[src/design/lms_pkg.sv]
// Package with constants, frame types, primitive codes and carriers for the link setup engine.
package lms_pkg;
  localparam int LMS_SEQ_W = 7;
  localparam int LMS_CNT_W = 16;
  localparam int LMS_RETRY_W = 8;
  localparam logic [3:0] LMS_WB_ADR_CTRL   = 4'h0;
  localparam logic [3:0] LMS_WB_ADR_T200   = 4'h1;
  localparam logic [3:0] LMS_WB_ADR_T203   = 4'h2;
  localparam logic [3:0] LMS_WB_ADR_N200   = 4'h3;
  localparam logic [3:0] LMS_WB_ADR_STATUS = 4'h4;
  localparam logic [3:0] LMS_WB_ADR_TICK   = 4'h5;
  localparam int LMS_CTRL_T203_EN_BIT = 0;
  localparam int LMS_CTRL_ABLE_BIT    = 1;
  localparam logic [15:0] LMS_T200_RST = 16'h0064;
  localparam logic [15:0] LMS_T203_RST = 16'h03e8;
  localparam logic [7:0]  LMS_N200_RST = 8'h03;
  localparam logic [15:0] LMS_TICK_RST = 16'h0063;
  localparam logic [1:0]  LMS_CTRL_RST = 2'h3;
  localparam logic [31:0] LMS_WB_ZERO = 32'h0000_0000;

  typedef enum logic [2:0] {
    LMS_FR_NONE, LMS_FR_SABME, LMS_FR_DISC, LMS_FR_UA, LMS_FR_DM, LMS_FR_OTHER_U, LMS_FR_NON_U
  } lms_frame_t;

  typedef enum logic [1:0] {
    LMS_ST_TEI_ASSIGNED, LMS_ST_AWAIT_EST, LMS_ST_ESTABLISHED, LMS_ST_AWAIT_REL
  } lms_state_t;

  typedef struct packed {
    logic       valid;
    lms_frame_t kind;
    logic       pf;
  } lms_frame_s_t;

  typedef struct packed {
    logic est_ind;
    logic est_cnf;
    logic rel_ind;
    logic rel_cnf;
    logic mdl_err;
    logic mdl_dup_tei;
    logic discard_q;
  } lms_prim_t;
endpackage : lms_pkg

[src/design/lms_tick.sv]
// Tick divider that makes the one-cycle timer enable.
`timescale 1ns/1ns
`default_nettype none
module lms_tick
  import lms_pkg::*;
(
  input  wire logic                 core_clk,
  input  wire logic                 rst_n,
  input  wire logic [LMS_CNT_W-1:0] div_val,
  output logic                      tick
);
  logic [LMS_CNT_W-1:0] cnt_ff;
  wire                  wrap = (cnt_ff >= div_val);

  always_ff @(posedge core_clk or negedge rst_n) begin
    if (!rst_n) begin
      cnt_ff <= '0;
      tick   <= 1'b0;
    end else begin
      cnt_ff <= wrap ? '0 : cnt_ff + 1'b1;
      tick   <= wrap;
    end
  end
endmodule : lms_tick
`default_nettype wire

[src/design/lms_timer.sv]
// Down counter timer measured in ticks, with start, stop and a one-cycle expiry pulse.
`timescale 1ns/1ns
`default_nettype none
module lms_timer
  import lms_pkg::*;
(
  input  wire logic                 core_clk,
  input  wire logic                 rst_n,
  input  wire logic                 tick,
  input  wire logic                 start,
  input  wire logic                 stop,
  input  wire logic [LMS_CNT_W-1:0] period,
  output logic                      running,
  output logic                      expired
);
  logic [LMS_CNT_W-1:0] cnt_ff;
  wire                  last = running && tick && (cnt_ff <= 16'h0001);

  // Start beats stop so that a restart in the expiry cycle is kept.
  always_ff @(posedge core_clk or negedge rst_n) begin
    if (!rst_n) begin
      cnt_ff  <= '0;
      running <= 1'b0;
      expired <= 1'b0;
    end else begin
      expired <= last && !start && !stop;
      if (start) begin
        cnt_ff  <= (period == '0) ? 16'h0001 : period;
        running <= 1'b1;
      end else if (stop || last) begin
        running <= 1'b0;
      end else if (running && tick) begin
        cnt_ff <= cnt_ff - 1'b1;
      end
    end
  end
endmodule : lms_timer
`default_nettype wire

[src/design/lms_link_setup.sv]
// Setup and release state machine of an acknowledged-mode link entity, with a Wishbone slave.
// How it works
// Establish: send SABME, clear exceptions, zero retry count, start T200.
// SABME and DISC always go out with poll set.
// Layer 3 establishment discards pending data requests and queued I frames.
// Accepted SABME: UA with F=P, zero sequence, established, indicate, start T203.
// Refused SABME: DM with F equal to received P.
// UA F=1 while establishing: stop T200, start T203, zero sequence, confirm.
// DM F=1 while establishing: release indication, stop T200, TEI assigned; F=0 ignored.
// Non-unnumbered frames are ignored while establishing.
// Release request during link re-establishment waits for the exchange to finish.
// T200 expiry while establishing: resend SABME, restart T200, count retry.
// N200 SABME retries: release indication, error, discard queues, TEI assigned.
// SABME while established runs re-establishment instead of plain setup answer.
// Releasing ignores non-unnumbered frames and discards data requests and I frames.
// Persistent deactivation: discard queues; confirm if awaiting release, else indication.
// Release request: send DISC with poll set, start T200, zero retry count.
// DISC when established: UA with F=P, release indication, TEI assigned.
// UA or DM F=1 while releasing: TEI assigned, stop T200, release confirm.
// T200 expiry while releasing: resend DISC, restart T200, count retry.
// N200 DISC retries: error indication, TEI assigned, release confirm.
// DISC in TEI assigned: answer DM with F equal to received P.
// DM F=0 in TEI assigned starts establishment if able, else ignored.
// UA in TEI assigned raises duplicate TEI error; other frames discarded.
// T200, T203 and N200 are programmable; timers count tick enables.
// V(S), V(R) and V(A) are seven bits wide.
`timescale 1ns/1ns
`default_nettype none
module lms_link_setup
  import lms_pkg::*;
(
  input  wire logic                 core_clk,
  input  wire logic                 rst_n,
  input  wire logic                 wb_cyc_i,
  input  wire logic                 wb_stb_i,
  input  wire logic                 wb_we_i,
  input  wire logic [3:0]           wb_adr_i,
  input  wire logic [3:0]           wb_sel_i,
  input  wire logic [31:0]          wb_dat_i,
  output logic      [31:0]          wb_dat_o,
  output logic                      wb_ack_o,
  input  wire logic                 l3_est_req,
  input  wire logic                 l3_rel_req,
  input  wire logic                 link_reest_req,
  input  wire logic                 ph_deact_ind,
  input  wire lms_frame_s_t         rx_frame,
  output lms_frame_s_t              tx_frame,
  output lms_prim_t                 prim,
  output lms_state_t                state,
  output logic [LMS_SEQ_W-1:0]      vs,
  output logic [LMS_SEQ_W-1:0]      vr,
  output logic [LMS_SEQ_W-1:0]      va,
  output logic                      t203_running,
  output logic                      t203_expired,
  output logic                      reest_start
);
  logic [15:0]            t200_ff;
  logic [15:0]            t203_ff;
  logic [7:0]             n200_ff;
  logic [15:0]            tick_div_ff;
  logic [1:0]             ctrl_ff;
  logic [LMS_RETRY_W-1:0] retry_ff;
  logic                   link_reest_ff;
  logic                   rel_pend_ff;
  logic                   l3_rel_out_ff;
  logic                   peer_busy_ff;
  logic                   exc_ff;
  logic                   tick;
  logic                   t200_running;
  logic                   t200_expired;

  function automatic logic f_is(input lms_frame_s_t f, input lms_frame_t k);
    return f.valid && (f.kind == k);
  endfunction : f_is

  wire t203_en  = ctrl_ff[LMS_CTRL_T203_EN_BIT];
  wire can_est  = ctrl_ff[LMS_CTRL_ABLE_BIT];
  wire rx_sabme = f_is(rx_frame, LMS_FR_SABME);
  wire rx_disc  = f_is(rx_frame, LMS_FR_DISC);
  wire rx_ua_f1 = f_is(rx_frame, LMS_FR_UA) && rx_frame.pf;
  wire rx_ua    = f_is(rx_frame, LMS_FR_UA);
  wire rx_dm_f1 = f_is(rx_frame, LMS_FR_DM) && rx_frame.pf;
  wire rx_dm_f0 = f_is(rx_frame, LMS_FR_DM) && !rx_frame.pf;
  wire retry_out = (retry_ff >= n200_ff);

  wire in_tei = (state == LMS_ST_TEI_ASSIGNED);
  wire in_est = (state == LMS_ST_AWAIT_EST);
  wire in_mfe = (state == LMS_ST_ESTABLISHED);
  wire in_rel = (state == LMS_ST_AWAIT_REL);

  // Frame events are decoded ahead of the primitive requests; a frame event in any_rx blocks the layer 3 requests in its cycle.
  wire ev_deact    = ph_deact_ind && !in_tei;
  wire ev_sabme_ok = rx_sabme && can_est && (in_tei || in_est);
  wire ev_sabme_no = rx_sabme && !can_est && !in_mfe;
  wire ev_reest    = (rx_sabme && in_mfe) || (link_reest_req && in_mfe);
  wire ev_est_ua   = in_est && rx_ua_f1;
  wire ev_est_dm   = in_est && rx_dm_f1;
  wire ev_est_exp  = in_est && t200_expired && !ev_est_ua && !ev_est_dm && !ev_sabme_ok;
  wire ev_est_fail = ev_est_exp && retry_out;
  wire ev_rel_done = in_rel && (rx_ua_f1 || rx_dm_f1);
  wire ev_rel_exp  = in_rel && t200_expired && !ev_rel_done;
  wire ev_rel_fail = ev_rel_exp && retry_out;
  wire ev_disc_mfe = in_mfe && rx_disc;
  wire ev_disc_tei = in_tei && rx_disc;
  wire ev_dm_tei   = in_tei && rx_dm_f0 && can_est;
  wire ev_ua_tei   = in_tei && rx_ua;
  wire any_rx      = ev_sabme_ok | ev_sabme_no | ev_est_ua | ev_est_dm | ev_rel_done
                   | ev_disc_mfe | ev_disc_tei;
  wire ev_l3_est   = l3_est_req && (in_tei || in_mfe) && !any_rx && !ev_deact;
  wire rel_go      = (l3_rel_req || (rel_pend_ff && !link_reest_ff)) && in_mfe;
  wire ev_l3_rel   = rel_go && !any_rx && !ev_deact && !ev_reest;
  wire hold_rel    = l3_rel_req && in_est && link_reest_ff;
  wire start_est   = ev_l3_est || ev_dm_tei || ev_reest;
  wire send_sabme  = start_est || (ev_est_exp && !retry_out);
  wire send_disc   = ev_l3_rel || (ev_rel_exp && !retry_out);
  wire zero_seq    = ev_sabme_ok || ev_est_ua;

  lms_state_t nxt_state;
  always_comb begin
    nxt_state = state;
    if (ev_deact || ev_est_dm || ev_est_fail || ev_rel_done || ev_rel_fail || ev_disc_mfe) begin
      nxt_state = LMS_ST_TEI_ASSIGNED;
    end else if (ev_sabme_ok || ev_est_ua) begin
      nxt_state = LMS_ST_ESTABLISHED;
    end else if (start_est) begin
      nxt_state = LMS_ST_AWAIT_EST;
    end else if (ev_l3_rel) begin
      nxt_state = LMS_ST_AWAIT_REL;
    end
  end

  lms_frame_s_t nxt_tx;
  always_comb begin
    nxt_tx = '{valid: 1'b0, kind: LMS_FR_NONE, pf: 1'b0};
    if (ev_deact) begin
      nxt_tx = '{valid: 1'b0, kind: LMS_FR_NONE, pf: 1'b0};
    end else if (ev_sabme_ok || ev_disc_mfe) begin
      nxt_tx = '{valid: 1'b1, kind: LMS_FR_UA, pf: rx_frame.pf};
    end else if (ev_sabme_no || ev_disc_tei) begin
      nxt_tx = '{valid: 1'b1, kind: LMS_FR_DM, pf: rx_frame.pf};
    end else if (send_sabme) begin
      nxt_tx = '{valid: 1'b1, kind: LMS_FR_SABME, pf: 1'b1};
    end else if (send_disc) begin
      nxt_tx = '{valid: 1'b1, kind: LMS_FR_DISC, pf: 1'b1};
    end
  end

  lms_prim_t nxt_prim;
  always_comb begin
    nxt_prim             = '0;
    nxt_prim.est_ind     = ev_sabme_ok && !ev_deact;
    nxt_prim.est_cnf     = ev_est_ua && !ev_deact;
    nxt_prim.rel_cnf     = (ev_deact && l3_rel_out_ff) || ev_rel_done || ev_rel_fail;
    nxt_prim.rel_ind     = (ev_deact && !l3_rel_out_ff) || ev_est_dm || ev_est_fail
                         || ev_disc_mfe;
    nxt_prim.mdl_err     = ev_est_fail || ev_rel_fail;
    nxt_prim.mdl_dup_tei = ev_ua_tei && !ev_deact;
    nxt_prim.discard_q   = ev_deact || ev_l3_est || ev_est_fail || ev_l3_rel;
  end

  wire t200_start = (send_sabme || send_disc) && !ev_deact;
  wire t200_stop  = ev_est_ua || ev_est_dm || ev_rel_done || ev_deact || ev_est_fail
                  || ev_rel_fail;
  wire t203_start = t203_en && (ev_sabme_ok || ev_est_ua) && !ev_deact;
  wire t203_stop  = (nxt_state != LMS_ST_ESTABLISHED) || !t203_en;

  lms_tick u_tick (
    .core_clk (core_clk),
    .rst_n    (rst_n),
    .div_val  (tick_div_ff),
    .tick     (tick)
  );

  lms_timer u_t200 (
    .core_clk (core_clk),
    .rst_n    (rst_n),
    .tick     (tick),
    .start    (t200_start),
    .stop     (t200_stop),
    .period   (t200_ff),
    .running  (t200_running),
    .expired  (t200_expired)
  );

  logic t203_run_w;
  logic t203_exp_w;
  lms_timer u_t203 (
    .core_clk (core_clk),
    .rst_n    (rst_n),
    .tick     (tick),
    .start    (t203_start),
    .stop     (t203_stop),
    .period   (t203_ff),
    .running  (t203_run_w),
    .expired  (t203_exp_w)
  );

  always_ff @(posedge core_clk or negedge rst_n) begin
    if (!rst_n) begin
      state        <= LMS_ST_TEI_ASSIGNED;
      tx_frame     <= '0;
      prim         <= '0;
      reest_start  <= 1'b0;
      t203_running <= 1'b0;
      t203_expired <= 1'b0;
    end else begin
      state        <= nxt_state;
      tx_frame     <= nxt_tx;
      prim         <= nxt_prim;
      reest_start  <= ev_reest && !ev_deact;
      t203_running <= t203_run_w;
      t203_expired <= t203_exp_w;
    end
  end

  always_ff @(posedge core_clk or negedge rst_n) begin
    if (!rst_n) begin
      vs <= '0;
      vr <= '0;
      va <= '0;
    end else if (zero_seq && !ev_deact) begin
      vs <= '0;
      vr <= '0;
      va <= '0;
    end
  end

  always_ff @(posedge core_clk or negedge rst_n) begin
    if (!rst_n) begin
      retry_ff      <= '0;
      link_reest_ff <= 1'b0;
      rel_pend_ff   <= 1'b0;
      l3_rel_out_ff <= 1'b0;
      exc_ff        <= 1'b0;
      peer_busy_ff  <= 1'b0;
    end else begin
      if (start_est || ev_l3_rel) begin
        retry_ff <= '0;
      end else if ((ev_est_exp || ev_rel_exp) && !retry_out) begin
        retry_ff <= retry_ff + 1'b1;
      end
      if (start_est) begin
        link_reest_ff <= ev_reest;
      end else if (nxt_state != LMS_ST_AWAIT_EST) begin
        link_reest_ff <= 1'b0;
      end
      if (hold_rel) begin
        rel_pend_ff <= 1'b1;
      end else if (ev_l3_rel || nxt_state == LMS_ST_TEI_ASSIGNED) begin
        rel_pend_ff <= 1'b0;
      end
      if (ev_l3_rel) begin
        l3_rel_out_ff <= 1'b1;
      end else if (nxt_state == LMS_ST_TEI_ASSIGNED) begin
        l3_rel_out_ff <= 1'b0;
      end
      // Exception and peer-busy flags are kept only for status here.
      if (start_est || ev_sabme_ok) begin
        exc_ff       <= 1'b0;
        peer_busy_ff <= 1'b0;
      end
    end
  end

  // Wishbone slave: one wait state, ack pulses for one cycle per request.
  wire wb_req = wb_cyc_i && wb_stb_i && !wb_ack_o;
  wire wb_wr  = wb_req && wb_we_i;
  logic [31:0] rd_mux;
  always_comb begin
    case (wb_adr_i)
      LMS_WB_ADR_CTRL:   rd_mux = {30'h0, ctrl_ff};
      LMS_WB_ADR_T200:   rd_mux = {16'h0, t200_ff};
      LMS_WB_ADR_T203:   rd_mux = {16'h0, t203_ff};
      LMS_WB_ADR_N200:   rd_mux = {24'h0, n200_ff};
      LMS_WB_ADR_STATUS: rd_mux = {8'h0, retry_ff, 8'h0, 1'b0, exc_ff, peer_busy_ff,
                                   rel_pend_ff, t200_running, t203_running, state};
      LMS_WB_ADR_TICK:   rd_mux = {16'h0, tick_div_ff};
      default:           rd_mux = LMS_WB_ZERO;
    endcase
  end

  always_ff @(posedge core_clk or negedge rst_n) begin
    if (!rst_n) begin
      wb_ack_o    <= 1'b0;
      wb_dat_o    <= '0;
      ctrl_ff     <= LMS_CTRL_RST;
      t200_ff     <= LMS_T200_RST;
      t203_ff     <= LMS_T203_RST;
      n200_ff     <= LMS_N200_RST;
      tick_div_ff <= LMS_TICK_RST;
    end else begin
      wb_ack_o <= wb_req;
      wb_dat_o <= wb_req ? rd_mux : LMS_WB_ZERO;
      if (wb_wr && wb_sel_i[0]) begin
        case (wb_adr_i)
          LMS_WB_ADR_CTRL: ctrl_ff          <= wb_dat_i[1:0];
          LMS_WB_ADR_T200: t200_ff[7:0]     <= wb_dat_i[7:0];
          LMS_WB_ADR_T203: t203_ff[7:0]     <= wb_dat_i[7:0];
          LMS_WB_ADR_N200: n200_ff          <= wb_dat_i[7:0];
          LMS_WB_ADR_TICK: tick_div_ff[7:0] <= wb_dat_i[7:0];
          default: ;
        endcase
      end
      if (wb_wr && wb_sel_i[1]) begin
        case (wb_adr_i)
          LMS_WB_ADR_T200: t200_ff[15:8]     <= wb_dat_i[15:8];
          LMS_WB_ADR_T203: t203_ff[15:8]     <= wb_dat_i[15:8];
          LMS_WB_ADR_TICK: tick_div_ff[15:8] <= wb_dat_i[15:8];
          default: ;
        endcase
      end
    end
  end
endmodule : lms_link_setup
`default_nettype wire

[config.mk]
export PLATFORM = sky130hd
export DESIGN_NAME = lms_link_setup
export DESIGN_NICKNAME = d
export VERILOG_FILES = /design/src/design/lms_pkg.sv /design/src/design/lms_tick.sv /design/src/design/lms_timer.sv /design/src/design/lms_link_setup.sv
export SDC_FILE = /design/constraint.sdc
export NUM_CORES = 1
export LEC_CHECK = 0
export BUFFER_PORTS_ARGS = -buffer_cell sky130_fd_sc_hd__buf_2
export CAP_MARGIN = 20
export CORE_MARGIN = 4
export CORE_UTILIZATION = 52
export DETAILED_ROUTE_END_ITERATION = 10
export PLACE_DENSITY = 0.75
export SLEW_MARGIN = 10
export SYNTH_ARGS = -nofsm -noshare
export SYNTH_HDL_FRONTEND = slang
export SYNTH_SLANG_ARGS = --single-unit
[constraint.sdc]
create_clock -name core_clk -period 2.7 [get_ports core_clk]
set_input_delay 0 -clock core_clk [delete_from_list [all_inputs] [get_ports core_clk]]
set_output_delay 0 -clock core_clk [all_outputs]
set_load 0.01 [all_outputs]
==> metrics.md, run 1 <==
| Metric | Value |
|---|---|
| Area after DPL | `0.00936 mm2` |
| Hold Vio Cnt, Final | `0` |
| Detailed Route WL | `21.8 mm` |
| Slew Viols, Final | `0` |
| Post-Syn Area | `0.00850 mm2` |
| DP HPWL | `15.2 mm` |
| Num Clock Sinks | `164` |
| Rows | `46` |
| RSZ-0062 raised after global routing | `yes` |
| Core ar. | `0.0159 mm2` |
| Peak supply drop | `536 uV` |
| Initial Utilization | `53.3%` |
| Synth Instances | `814` |
| GPL Wtd Cong | `0.891` |
| # IOs | `125` |
| Reg-to-reg critical path startpoint | `u_t200.cnt_ff[6]$_DFFE_PN0P_` |
| Clock transition at path regs | `0.07 ns` |
| Least-Margin Pin Slew | `0.701 ns` |
| Maximum clock path buffer count | `2` |
| Status | `finished, final reports clean` |
| Fin crit share | `99.8%` |
| Ys async rst share | `100%` |
| Final core utilization | `65.8%` |
| Die W | `136 um` |
| CTS tree | `done` |
| Pin count of the biggest net entering global routing | `77` |
| Synth Area in Compound Gates | `11.9%` |
| Slew HR | `53.3%` |
| Total leakage power | `4.93 nW` |
| WP data required | `3.04 ns` |
| Design Area, Final | `0.0105 mm2` |
| Reg2reg end | `u_t200.cnt_ff[0]$_DFFE_PN0P_` |
| Warning count from the yosys run | `0` |
| Mapped Avg Cell Area | `10.4 um2` |
| Synth top area share | `43.3%` |
| ANT nets after route | `0` |
| Crit path time final | `2.69 ns` |
| Most used DFF post-synth | `dfrtp_1` |
| Xor and xnor area share after synthesis | `4.23%` |
| Tot GR Track Use | `24.2%` |
| NumNets Final | `1051` |
| Chip Height | `136 um` |
| Synth cell types | `64` |
| Critical path launch point type | `flip-flop` |
| P&R area growth vs syn | `23.6%` |
| CTS HTree Levels | `4` |
| Count leader, synth | `dfrtp_1` |
| Synth area leaders | `dfrtp_1, mux2_2, dfstp_2` |
| R2R Setup Slk | `0.006 ns` |
| Die area | `0.0184 mm2` |
| CTS Buf Count | `17` |
| Combinational family with the most area after synthesis | `simple AND/OR/NAND/NOR gates` |
| Max-cap violation count | `0` |
| Crit. End Element | `flip-flop` |
| Clk Latency, worst-skew pair | `0.43 ns` |
| PwrDens | `665 mW/mm2` |
| Final hold slack | `0.0618 ns` |
| DR DRC count | `0` |
| Worst setup margin | `0.00561 ns` |
| CTS root buf | `clkbuf_16` |
| Share of cells above drive strength 1 | `30.3%` |
| Simple-gate share of the synthesized area | `16.6%` |
| Avg WL per Cell | `18.2 um` |
| Worst slack at placement | `-0.00931 ns` |
| Post-synth top area cell | `dfrtp_1` |
| HP Class | `input pin to flip-flop` |
| Antenna Cells | `0` |
| Post-synth EDFFs | `0` |
| FF+latch count, synth | `164` |
| WP data arrival | `3.03 ns` |
| Most instantiated cells after synthesis | `dfrtp_1, nor2_1, mux2_2` |
| Reg2Reg Depth | `10` |
| Fmax | `371 MHz` |
| CP Capture Point | `u_t200.cnt_ff[0]$_DFFE_PN0P_` |
| Vias in the first global route | `6620` |
| Final setup vio count | `0` |
| Port Buf Inserts | `77` |
| Clock Skew | `0.0109 ns` |
| Crit-path max FO | `7` |
| Initial antenna violation count | `0` |
| Initial DRC Count | `639` |
| First-pass GRT wire length | `35.0 mm` |
| Register area share after synthesis | `48.6%` |
| DR pass1 iterations | `6` |
| Number of vias per cell | `5.70` |
| CP Class | `flip-flop to flip-flop` |
| Remaining global-route overflow | `0` |
| CP Launch Point | `u_t200.cnt_ff[6]$_DFFE_PN0P_` |
| Via count | `6812` |
| Final non-filler cell total | `1196` |
| Dpl cells | `1126` |
| Post-synthesis mux area share | `8.35%` |
| Fillers | `1223` |
| Synth Area in Adders | `4.42%` |
## kinds of logic after synthesis
logic type / after synthesis
and+or+nand+nor: 269
DFF: 164
AOI/OAI and AO/OA: 146
buffers and inverters: 100
muxes: 63
xor gates and xnor gates: 41
adders and majority gates: 30
other: 1
## cell usage in the layout, fill, tap and decap left out, types with 19 or more instances in the layout
master           n
a21oi_1         33
and3_1          19
buf_2           76
buf_4           59
conb_1          29
dfrtp_1        147
dlygate4sd3_1   26
ha_1            29
inv_1           39
mux2_2          63
nand2_1         47
nand3_1         21
nor2_1          78
o21ai_0         22
xnor2_1         27
## area by class of cell
cell class / count / area [um2] / area share [%]
clock buffer: 22 / 464 / 4.42
timing repair buffer: 166 / 1160 / 11.0
inverter: 40 / 150 / 1.43
sequential: 164 / 4130 / 39.3
multi-input combinational: 578 / 4180 / 39.9
clock inverter: 10 / 146 / 1.39
tap: 216 / 270 / 2.57
## what timing repair did
item | 4_1_cts | 5_1_grt
hold buffers | 26 | 0
resized for setup | 6 | 32
hold endpoints to repair | 131 | 0
gates cloned | 0 | 1
buffers inserted | 0 | 11
pin swaps | 0 | 23
endpoints found under the setup margin | 9 | 24
## state kept, by name, indices dropped and copies added, names as in the netlist, 2 cells and up
name	cells
state	2
wb_dat_o	24
prim	7
tx_frame	5
ctrl_ff	2
t200_ff	16
n200_ff	8
t203_ff	16
u_t200.cnt_ff	16
u_t203.cnt_ff	16
tick_div_ff	16
retry_ff	8
u_tick.cnt_ff	16
## metrics by stage
stage / power (mW) / TNS (ns)
final: 6.98 / 0
after global routing: 7.31 / -0.422
after CTS: 6.85 / -0.0189
after detailed placement: 4.29 / -0.0127
after global placement: 4.25 / 0
after floorplan: 3.82 / -0.0687
## how the worst min path moves through the flow
stage / start / endpoint / slack, ns / cells past startpoint
finish: l3_est_req / prim[0]$_DFF_PN0_ / 0.06 / 3
global route: l3_est_req / prim[0]$_DFF_PN0_ / 0.09 / 3
CTS: l3_est_req / prim[0]$_DFF_PN0_ / 0.03 / 3
detailed placement: rst_n / tx_frame[0]$_DFF_PN0_ / 0.06 / 1
global placement: rst_n / tx_frame[0]$_DFF_PN0_ / 0.07 / 1
floorplan: rst_n / l3_rel_out_ff$_DFFE_PN0P_ / -0.30 / 0
## layer usage
| layer | wire length (um) | vias to the layer above | global-route usage, % |
|---|---|---|---|
| met5 | 0 | - | 0 |
| met4 | 685 | 0 | 9.80 |
| met3 | 1230 | 48 | 4.66 |
| met2 | 10500 | 266 | 38.6 |
| met1 | 9360 | 3313 | 32.7 |
| li1 | - | 3185 | - |
## where the power goes
part	switching (mW)	total [mW]	internal (mW)
logic	0.814	1.45	0.639
clock network	0.984	2.50	1.51
registers	0.295	3.03	2.73
## worst max-delay path, cell delays in order (launching register included)
cell and delay, ns:
dfrtp_1 0.42, nor3_4 0.23, nand4b_1 0.22, or3_4 0.43, or4_4 0.49, nand4b_1 0.20
buf_6 0.19, buf_4 0.12, xnor2_1 0.11, nand2_1 0.09, o21ai_1 0.12
Note: power is estimated with default switching activity, not from simulation.
==> run 2: changes to the inputs <==
- CORE_UTILIZATION: 52 -> 53
- SYNTH_HIERARCHICAL: unset -> 1
==> metrics.md, run 2 <==
| Metric | Value |
|---|---|
| Worst setup margin | `-0.289 ns (was 0.00561 ns)` |
| Routed met1 length | `9.93 mm (was 9.36 mm)` |
| Least-Margin Pin Slew | `0.822 ns (was 0.701 ns)` |
| Chip Height | `138 um (was 136 um)` |
| Crit. End Element | `flip-flop (unchanged)` |
| Num Clock Sinks | `164 (unchanged)` |
| Core ar. | `0.0166 mm2 (was 0.0159 mm2)` |
| Post-synth top area cell | `dfrtp_1 (unchanged)` |
| Crit-path max FO | `4 (was 7)` |
| Final setup vio count | `26 (was 0)` |
| Register area share after synthesis | `46.0% (was 48.6%)` |
| Status | `finished, violations left (was finished, final reports clean)` |
| GPL Wtd Cong | `0.881 (was 0.891)` |
| # IOs | `125 (unchanged)` |
| Most used DFF post-synth | `dfrtp_1 (unchanged)` |
| Top Metal Used | `met4 (unchanged)` |
| RSZ-0062 raised after global routing | `yes (unchanged)` |
| First-pass GRT wire length | `37.9 mm (was 35.0 mm)` |
| Critical path, cell by cell | `ha_4, nand2b_4, a211oi_4, o221ai_4, and2_4, a21oi_2, nand3b_1, and4b_2, buf_6, nand4_1, a21oi_2, nor3b_1, a221o_1 (was nor3_4, nand4b_1, or3_4, or4_4, nand4b_1, buf_6, buf_4, xnor2_1, nand2_1, o21ai_1)` |
| Slew HR | `45.2% (was 53.3%)` |
| Maximum clock path buffer count | `2 (unchanged)` |
| Critical path launch point type | `flip-flop (unchanged)` |
| Fmax | `335 MHz (was 371 MHz)` |
| Critical Path Max Stage Delay | `0.55 ns (was 0.49 ns)` |
| Total leakage power | `5.01 nW (was 4.93 nW)` |
| Share of cells above drive strength 1 | `28.9% (was 30.3%)` |
| Initial Utilization | `54.1% (was 53.3%)` |
| Count leader, synth | `dfrtp_1 (unchanged)` |
| Antenna Cells | `0 (unchanged)` |
| Clock Skew | `0.00919 ns (was 0.0109 ns)` |
| Peak supply drop | `467 uV (was 536 uV)` |
| Failing checks | `negative setup slack` |
| Worst slack at placement | `-0.370 ns (was -0.00931 ns)` |
| Warning count from the yosys run | `6 (was 0)` |
| CTS HTree Levels | `4 (unchanged)` |
| CTS root buf | `clkbuf_16 (unchanged)` |
| NumNets Final | `1078 (was 1051)` |
| Final Power | `7.66 mW (was 6.98 mW)` |
| Fin crit share | `111% (was 99.8%)` |
| Most common cell after layout, fill and taps aside | `dfrtp_1 (unchanged)` |
| Post-synth EDFFs | `0 (unchanged)` |
| Ys async rst share | `100% (unchanged)` |
| DR pass1 iterations | `8 (was 6)` |
| DR WL met2 | `11.2 mm (was 10.5 mm)` |
| Crit path time final | `2.99 ns (was 2.69 ns)` |
| Max-cap violation count | `0 (unchanged)` |
| Synth top area share | `41.0% (was 43.3%)` |
| CTS tree | `done (unchanged)` |
| Mapped Avg Cell Area | `10.7 um2 (was 10.4 um2)` |
| Met3 wire length | `1.29 mm (was 1.23 mm)` |
| CP Class | `flip-flop to flip-flop (unchanged)` |
| WP data arrival | `3.30 ns (was 3.03 ns)` |
| WP data required | `3.02 ns (was 3.04 ns)` |
| Top reg by flops | `wb_dat_o (unchanged)` |
| Slew Viols, Final | `0 (unchanged)` |
| Detailed Route WL | `23.0 mm (was 21.8 mm)` |
| PwrDens | `692 mW/mm2 (was 665 mW/mm2)` |
| Initial DRC Count | `785 (was 639)` |
| Rows | `47 (was 46)` |
| DP HPWL | `16.3 mm (was 15.2 mm)` |
| FF+latch count, synth | `164 (unchanged)` |
| Post-Syn Area | `0.00897 mm2 (was 0.00850 mm2)` |
| Pin count of the biggest net entering global routing | `69 (was 77)` |
| Tot GR Track Use | `24.2% (about the same)` |
| CP max stage cell | `dfstp_2 (was or4_4)` |
| Synth cell types | `77 (was 64)` |
| Synth Instances | `839 (was 814)` |
| Delay-heaviest family, CP | `simple AND/OR/NAND/NOR gates (unchanged)` |
| Remaining global-route overflow | `0 (unchanged)` |
| Most frequent cells in the layout | `dfrtp_1, buf_2, nand2_1, buf_4, mux2_1 (was dfrtp_1, nor2_1, buf_2, mux2_2, buf_4)` |
| Number of vias per cell | `5.91 (was 5.70)` |
| Initial antenna violation count | `0 (unchanged)` |
| HP Class | `input pin to flip-flop (unchanged)` |
| Synth area leaders | `dfrtp_1, mux2_1, dfstp_2 (was dfrtp_1, mux2_2, dfstp_2)` |
| Die area | `0.0191 mm2 (was 0.0184 mm2)` |
| Clock transition at path regs | `0.06 ns (was 0.07 ns)` |
| Die W | `138 um (was 136 um)` |
| Design Area, Final | `0.0111 mm2 (was 0.0105 mm2)` |
| P&R area growth vs syn | `23.5% (was 23.6%)` |
| Clk Latency, worst-skew pair | `0.43 ns (about the same)` |
| Area after DPL | `0.00995 mm2 (was 0.00936 mm2)` |
| Buf+Inv Stages, Crit Path | `1 (was 2)` |
| Most instantiated cells after synthesis | `dfrtp_1, nand2_1, nor2_1 (was dfrtp_1, nor2_1, mux2_2)` |
| ANT nets after route | `0 (unchanged)` |
| DR DRC count | `0 (unchanged)` |
| Avg WL per Cell | `18.8 um (was 18.2 um)` |
| CTS Buf Count | `17 (unchanged)` |
| Via count | `7256 (was 6812)` |
| Cell mode on critical path | `a21oi_2 (was nand4b_1)` |
| Vias in the first global route | `7284 (was 6620)` |
| Max FFs per register | `24 (unchanged)` |
| Port Buf Inserts | `77 (unchanged)` |
| Hold Vio Cnt, Final | `0 (unchanged)` |
## run 2: cell types whose count changed after synthesis, sizes merged, moves of 6 or more
cell,previous run,this run
nor4,19,35
nand2,48,62
a22oi,14,7
nand4,8,20
nor3,15,24
nor2,78,51
or4,10,3
a2111oi,1,8
a31oi,12,6
or3,13,7
clkbuf,22,16
## run 2: what timing repair did
action                                  in CTS  in global routing
resized for setup                           26                 32
hold endpoints to repair                   131                  0
hold buffers                                23                  0
pin swaps                                   15                 13
endpoints found under the setup margin      29                 33
setup buffers                                7                  2
## run 2: report_power, final
part / internal [mW] / switching, mW
logic: 0.911 / 1.27
clock network: 1.32 / 1.07
registers: 2.73 / 0.359
total: 4.96 / 2.70
## run 2: path summary, 6_finish.rpt
check / start / end / slack, ns / cells after the start
hold / removal: l3_est_req / prim[0]$_DFF_PN0_ / 0.03 / 4
setup reg to reg: n200_ff[0]$_DFFE_PN1P_ / u_t200/cnt_ff[12]$_DFFE_PN0P_ / -0.29 / 13
hold reg to reg: u_t203/expired$_DFF_PN0_ / t203_expired$_DFF_PN0_ / 0.35 / 0
max in group asynchronous: rst_n / tick_div_ff[0]$_DFFE_PN1P_ / 1.68 / 3
setup / recovery: n200_ff[0]$_DFFE_PN1P_ / u_t200/cnt_ff[12]$_DFFE_PN0P_ / -0.29 / 13
min in group asynchronous: rst_n / wb_ack_o$_DFF_PN0_ / 0.13 / 2
## run 2: metrics by stage
step / hold WS (ns) / setup TNS (ns) / std cells / util [%]
after CTS: 0.00459 / -3.02 / 1228 / 66.1
after global routing: 0.0193 / -7.93 / 1227 / 66.8
final: 0.0271 / -3.28 / 1227 / 66.8
after global placement: 0.0456 / -2.76 / 1166 / 60.0
after floorplan: -0.296 / -1.49 / 867 / -
after detailed placement: 0.0456 / -4.67 / 1166 / 60.0
## run 2: kinds of logic after synthesis
kind of cell / Yosys count / share of synthesized area [%]
and+or+nand+nor: 296 / 19.6
DFF: 164 / 46.0
AOI/OAI and AO/OA: 144 / 12.3
buffers and inverters: 100 / 5.94
muxes: 63 / 7.91
xor gates and xnor gates: 41 / 4.00
adders and majority gates: 30 / 4.19
other: 1 / 0.0418
## run 2: metal layers
layer | vias up | track usage [%]
li1 | 3340 | -
met5 | - | 0
met3 | 49 | 4.49
met2 | 270 | 38.6
met1 | 3597 | 33.5
met4 | 0 | 8.63
## run 2: final cells by class
class                      count  area [um2]
clock inverter                14         143
multi-input combinational    603        4750
inverter                      40         150
tap                          220         275
clock buffer                  18         439
sequential                   164        4130
timing repair buffer         168        1200
fill                        1263        5510
## run 2: worst reg2reg max path: cells and delay by family, from the launching register on
| family | cells | cell delay [ns] |
|---|---|---|
| AO/OA/AOI/OAI | 5 | 1.00 |
| flip-flops | 1 | 0.55 |
| adder cells (fa/ha/maj) | 1 | 0.20 |
| buffers and inverters | 1 | 0.12 |
| AND/OR/NAND/NOR | 6 | 1.02 |
==> run 3: changes to the inputs <==
--- a/config.mk
+++ b/config.mk
@@ -10,5 +10,5 @@
 export CORE_MARGIN = 4
-export CORE_UTILIZATION = 53
+export CORE_UTILIZATION = 35
 export DETAILED_ROUTE_END_ITERATION = 10
-export PLACE_DENSITY = 0.75
+export PLACE_DENSITY = 0.53
 export SLEW_MARGIN = 10
--- a/constraint.sdc
+++ b/constraint.sdc
@@ -3,2 +3,2 @@
 set_output_delay 0 -clock core_clk [all_outputs]
-set_load 0.01 [all_outputs]
+set_load 0.1 [all_outputs]
==> metrics.md, run 3 (synthesized netlist as in run 2, its figures left out) <==
| Metric | Value |
|---|---|
| DP HPWL | `17.9 mm (was 16.3 mm)` |
| Worst setup margin | `-0.281 ns (was -0.289 ns)` |
| Slew Viols, Final | `0 (unchanged)` |
| NumNets Final | `1097 (was 1078)` |
| Chip Height | `168 um (was 138 um)` |
| Failing checks | `negative setup slack (unchanged)` |
| Die W | `168 um (was 138 um)` |
| WP data arrival | `3.30 ns (about the same)` |
| Rows | `58 (was 47)` |
| PwrDens | `726 mW/mm2 (was 692 mW/mm2)` |
| Design Area, Final | `0.0114 mm2 (was 0.0111 mm2)` |
| Tot GR Track Use | `17.4% (was 24.2%)` |
| ANT nets after route | `0 (unchanged)` |
| Antenna Cells | `0 (unchanged)` |
| Least-Margin Pin Slew | `0.844 ns (was 0.822 ns)` |
| CTS root buf | `clkbuf_16 (unchanged)` |
| Comb pwr share | `32.4% (was 28.5%)` |
| Via count | `7154 (was 7256)` |
| Clock transition at path regs | `0.07 ns (was 0.06 ns)` |
| CTS tree | `done (unchanged)` |
| Detailed Route WL | `24.5 mm (was 23.0 mm)` |
| Final hold slack | `0.0496 ns (was 0.0271 ns)` |
| GPL Wtd Cong | `0.857 (was 0.881)` |
| Critical path launch point type | `flip-flop (unchanged)` |
| CTS HTree Levels | `4 (unchanged)` |
| Slew HR | `43.7% (was 45.2%)` |
| GRT met2 Usage | `27.9% (was 38.6%)` |
| Fmax | `336 MHz (was 335 MHz)` |
| Clock Skew | `0.00860 ns (was 0.00919 ns)` |
| Most frequent cells in the layout | `dfrtp_1, buf_2, buf_4, nand2_1, mux2_1 (was dfrtp_1, buf_2, nand2_1, buf_4, mux2_1)` |
| DR pass1 iterations | `5 (was 8)` |
| Met3 usage | `2.56% (was 4.49%)` |
| Initial Utilization | `35.6% (was 54.1%)` |
| Crit. End Element | `flip-flop (unchanged)` |
| Fillers | `2403 (was 1263)` |
| Peak supply drop | `388 uV (was 467 uV)` |
| DR DRC count | `0 (unchanged)` |
| Core ar. | `0.0252 mm2 (was 0.0166 mm2)` |
| Int Power | `5.20 mW (was 4.96 mW)` |
| Top reg by flops | `wb_dat_o (unchanged)` |
| Crit path time final | `2.98 ns (was 2.99 ns)` |
| Port Buf Inserts | `77 (unchanged)` |
| Hold Vio Cnt, Final | `0 (unchanged)` |
| Num Clock Sinks | `164 (unchanged)` |
| Status | `finished, violations left (unchanged)` |
| Switching Power | `3.11 mW (was 2.70 mW)` |
| RSZ-0062 raised after global routing | `yes (unchanged)` |
| Crit-path max FO | `4 (unchanged)` |
| HP Class | `input pin to flip-flop (unchanged)` |
| Pin count of the biggest net entering global routing | `67 (was 69)` |
| Initial DRC Count | `403 (was 785)` |
| # IOs | `125 (unchanged)` |
| Vias in the first global route | `7127 (was 7284)` |
| Final setup vio count | `25 (was 26)` |
| Number of vias per cell | `5.28 (was 5.91)` |
| Met1 GRT Util | `24.4% (was 33.5%)` |
| Max-cap violation count | `0 (unchanged)` |
| Area after DPL | `0.0102 mm2 (was 0.00995 mm2)` |
| CP Class | `flip-flop to flip-flop (unchanged)` |
| WP data required | `3.02 ns (about the same)` |
| Max FFs per register | `24 (unchanged)` |
| First-pass GRT wire length | `39.2 mm (was 37.9 mm)` |
| Avg WL per Cell | `18.1 um (was 18.8 um)` |
| Clock power frac | `30.4% (was 31.1%)` |
| Die area | `0.0282 mm2 (was 0.0191 mm2)` |
| Share of cells above drive strength 1 | `30.3% (was 28.9%)` |
| Maximum clock path buffer count | `2 (unchanged)` |
| Initial antenna violation count | `0 (unchanged)` |
| P&R area growth vs syn | `27.5% (was 23.5%)` |
| Most used routing layer | `met2 (unchanged)` |
| Remaining global-route overflow | `0 (unchanged)` |
| Total leakage power | `5.13 nW (was 5.01 nW)` |
| Most common cell after layout, fill and taps aside | `dfrtp_1 (unchanged)` |
| Switching share of total power | `37.4% (was 35.2%)` |
| Clk Latency, worst-skew pair | `0.43 ns (about the same)` |
| Share of power burned in registers | `37.2% (was 40.3%)` |
| Final Power | `8.31 mW (was 7.66 mW)` |
| Fin crit share | `110% (was 111%)` |
| CTS Buf Count | `17 (unchanged)` |
## run 3: per-layer routing
metal	share of wire (%)	up-vias
met3	3.6	24
met4	1.5	0
met1	47	3572
li1	-	3388
met2	48	170
met5	0	-
## run 3: through the flow
stage                     setup slack, ns  instances  util [%]  TNS [ns]
final                              -0.281       1356      45.4     -3.26
after global routing               -0.418       1356      45.4     -8.48
after CTS                          -0.188       1348      44.4     -2.36
after detailed placement           -0.340       1286      40.4     -4.56
after global placement             -0.270       1286      40.4     -2.90
after floorplan                    -0.231        867         -     -1.49
## run 3: layout make-up
cell class	count	area [um2]	area share, %
Sequential cell	164	4130	36.1
Multi-Input combinational cell	603	4740	41.5
Clock inverter	14	176	1.54
Tap cell	330	413	3.61
Timing Repair Buffer	187	1380	12.1
Inverter	40	150	1.31
Clock buffer	18	439	3.84
## run 3: worst paths after layout
| check | from | end | slack, ns | cells after the start |
|---|---|---|---|---|
| min reg2reg | u_t203/expired$_DFF_PN0_ | t203_expired$_DFF_PN0_ | 0.37 | 0 |
| min in group asynchronous | rst_n | wb_dat_o[21]$_DFF_PN0_ | 0.13 | 2 |
| max | n200_ff[0]$_DFFE_PN1P_ | u_t200/cnt_ff[10]$_DFFE_PN0P_ | -0.28 | 12 |
| min | l3_est_req | prim[0]$_DFF_PN0_ | 0.05 | 4 |
| max in group asynchronous | rst_n | n200_ff[1]$_DFFE_PN1P_ | 1.68 | 3 |
| max reg2reg | n200_ff[0]$_DFFE_PN1P_ | u_t200/cnt_ff[10]$_DFFE_PN0P_ | -0.28 | 12 |
## run 3: what timing repair did
action                                 4_1_cts  5_1_grt
pin swaps                                   13       23
resized for setup                           24       40
cloned                                       0        1
hold buffers                                23        0
setup buffers                                8        7
setup endpoints to repair                   29       33
endpoints found under the hold margin      127        0
## run 3: power groups by stage
stage	Clock (mW)	Sequential [mW]	Combinational, mW
5_1_grt	2.70	3.14	2.93
3_5_place_dp	0	3.12	2.39
6_report	2.53	3.09	2.69
3_3_place_gp	0	3.12	2.38
2_1_floorplan	0	3.31	1.57
4_1_cts	2.58	3.08	2.50
## run 3: worst max-delay path, cell delays in order, from the launching register on
cell       delay [ns]
dfstp_2          0.56
ha_4             0.20
nand2b_4         0.13
a211oi_2         0.19
o221ai_2         0.21
and2_4           0.22
a21oi_4          0.15
nand3b_1         0.16
and4b_2          0.38
nand3_4          0.12
a2111oi_4        0.32
xnor2_1          0.16
o21ai_1          0.09
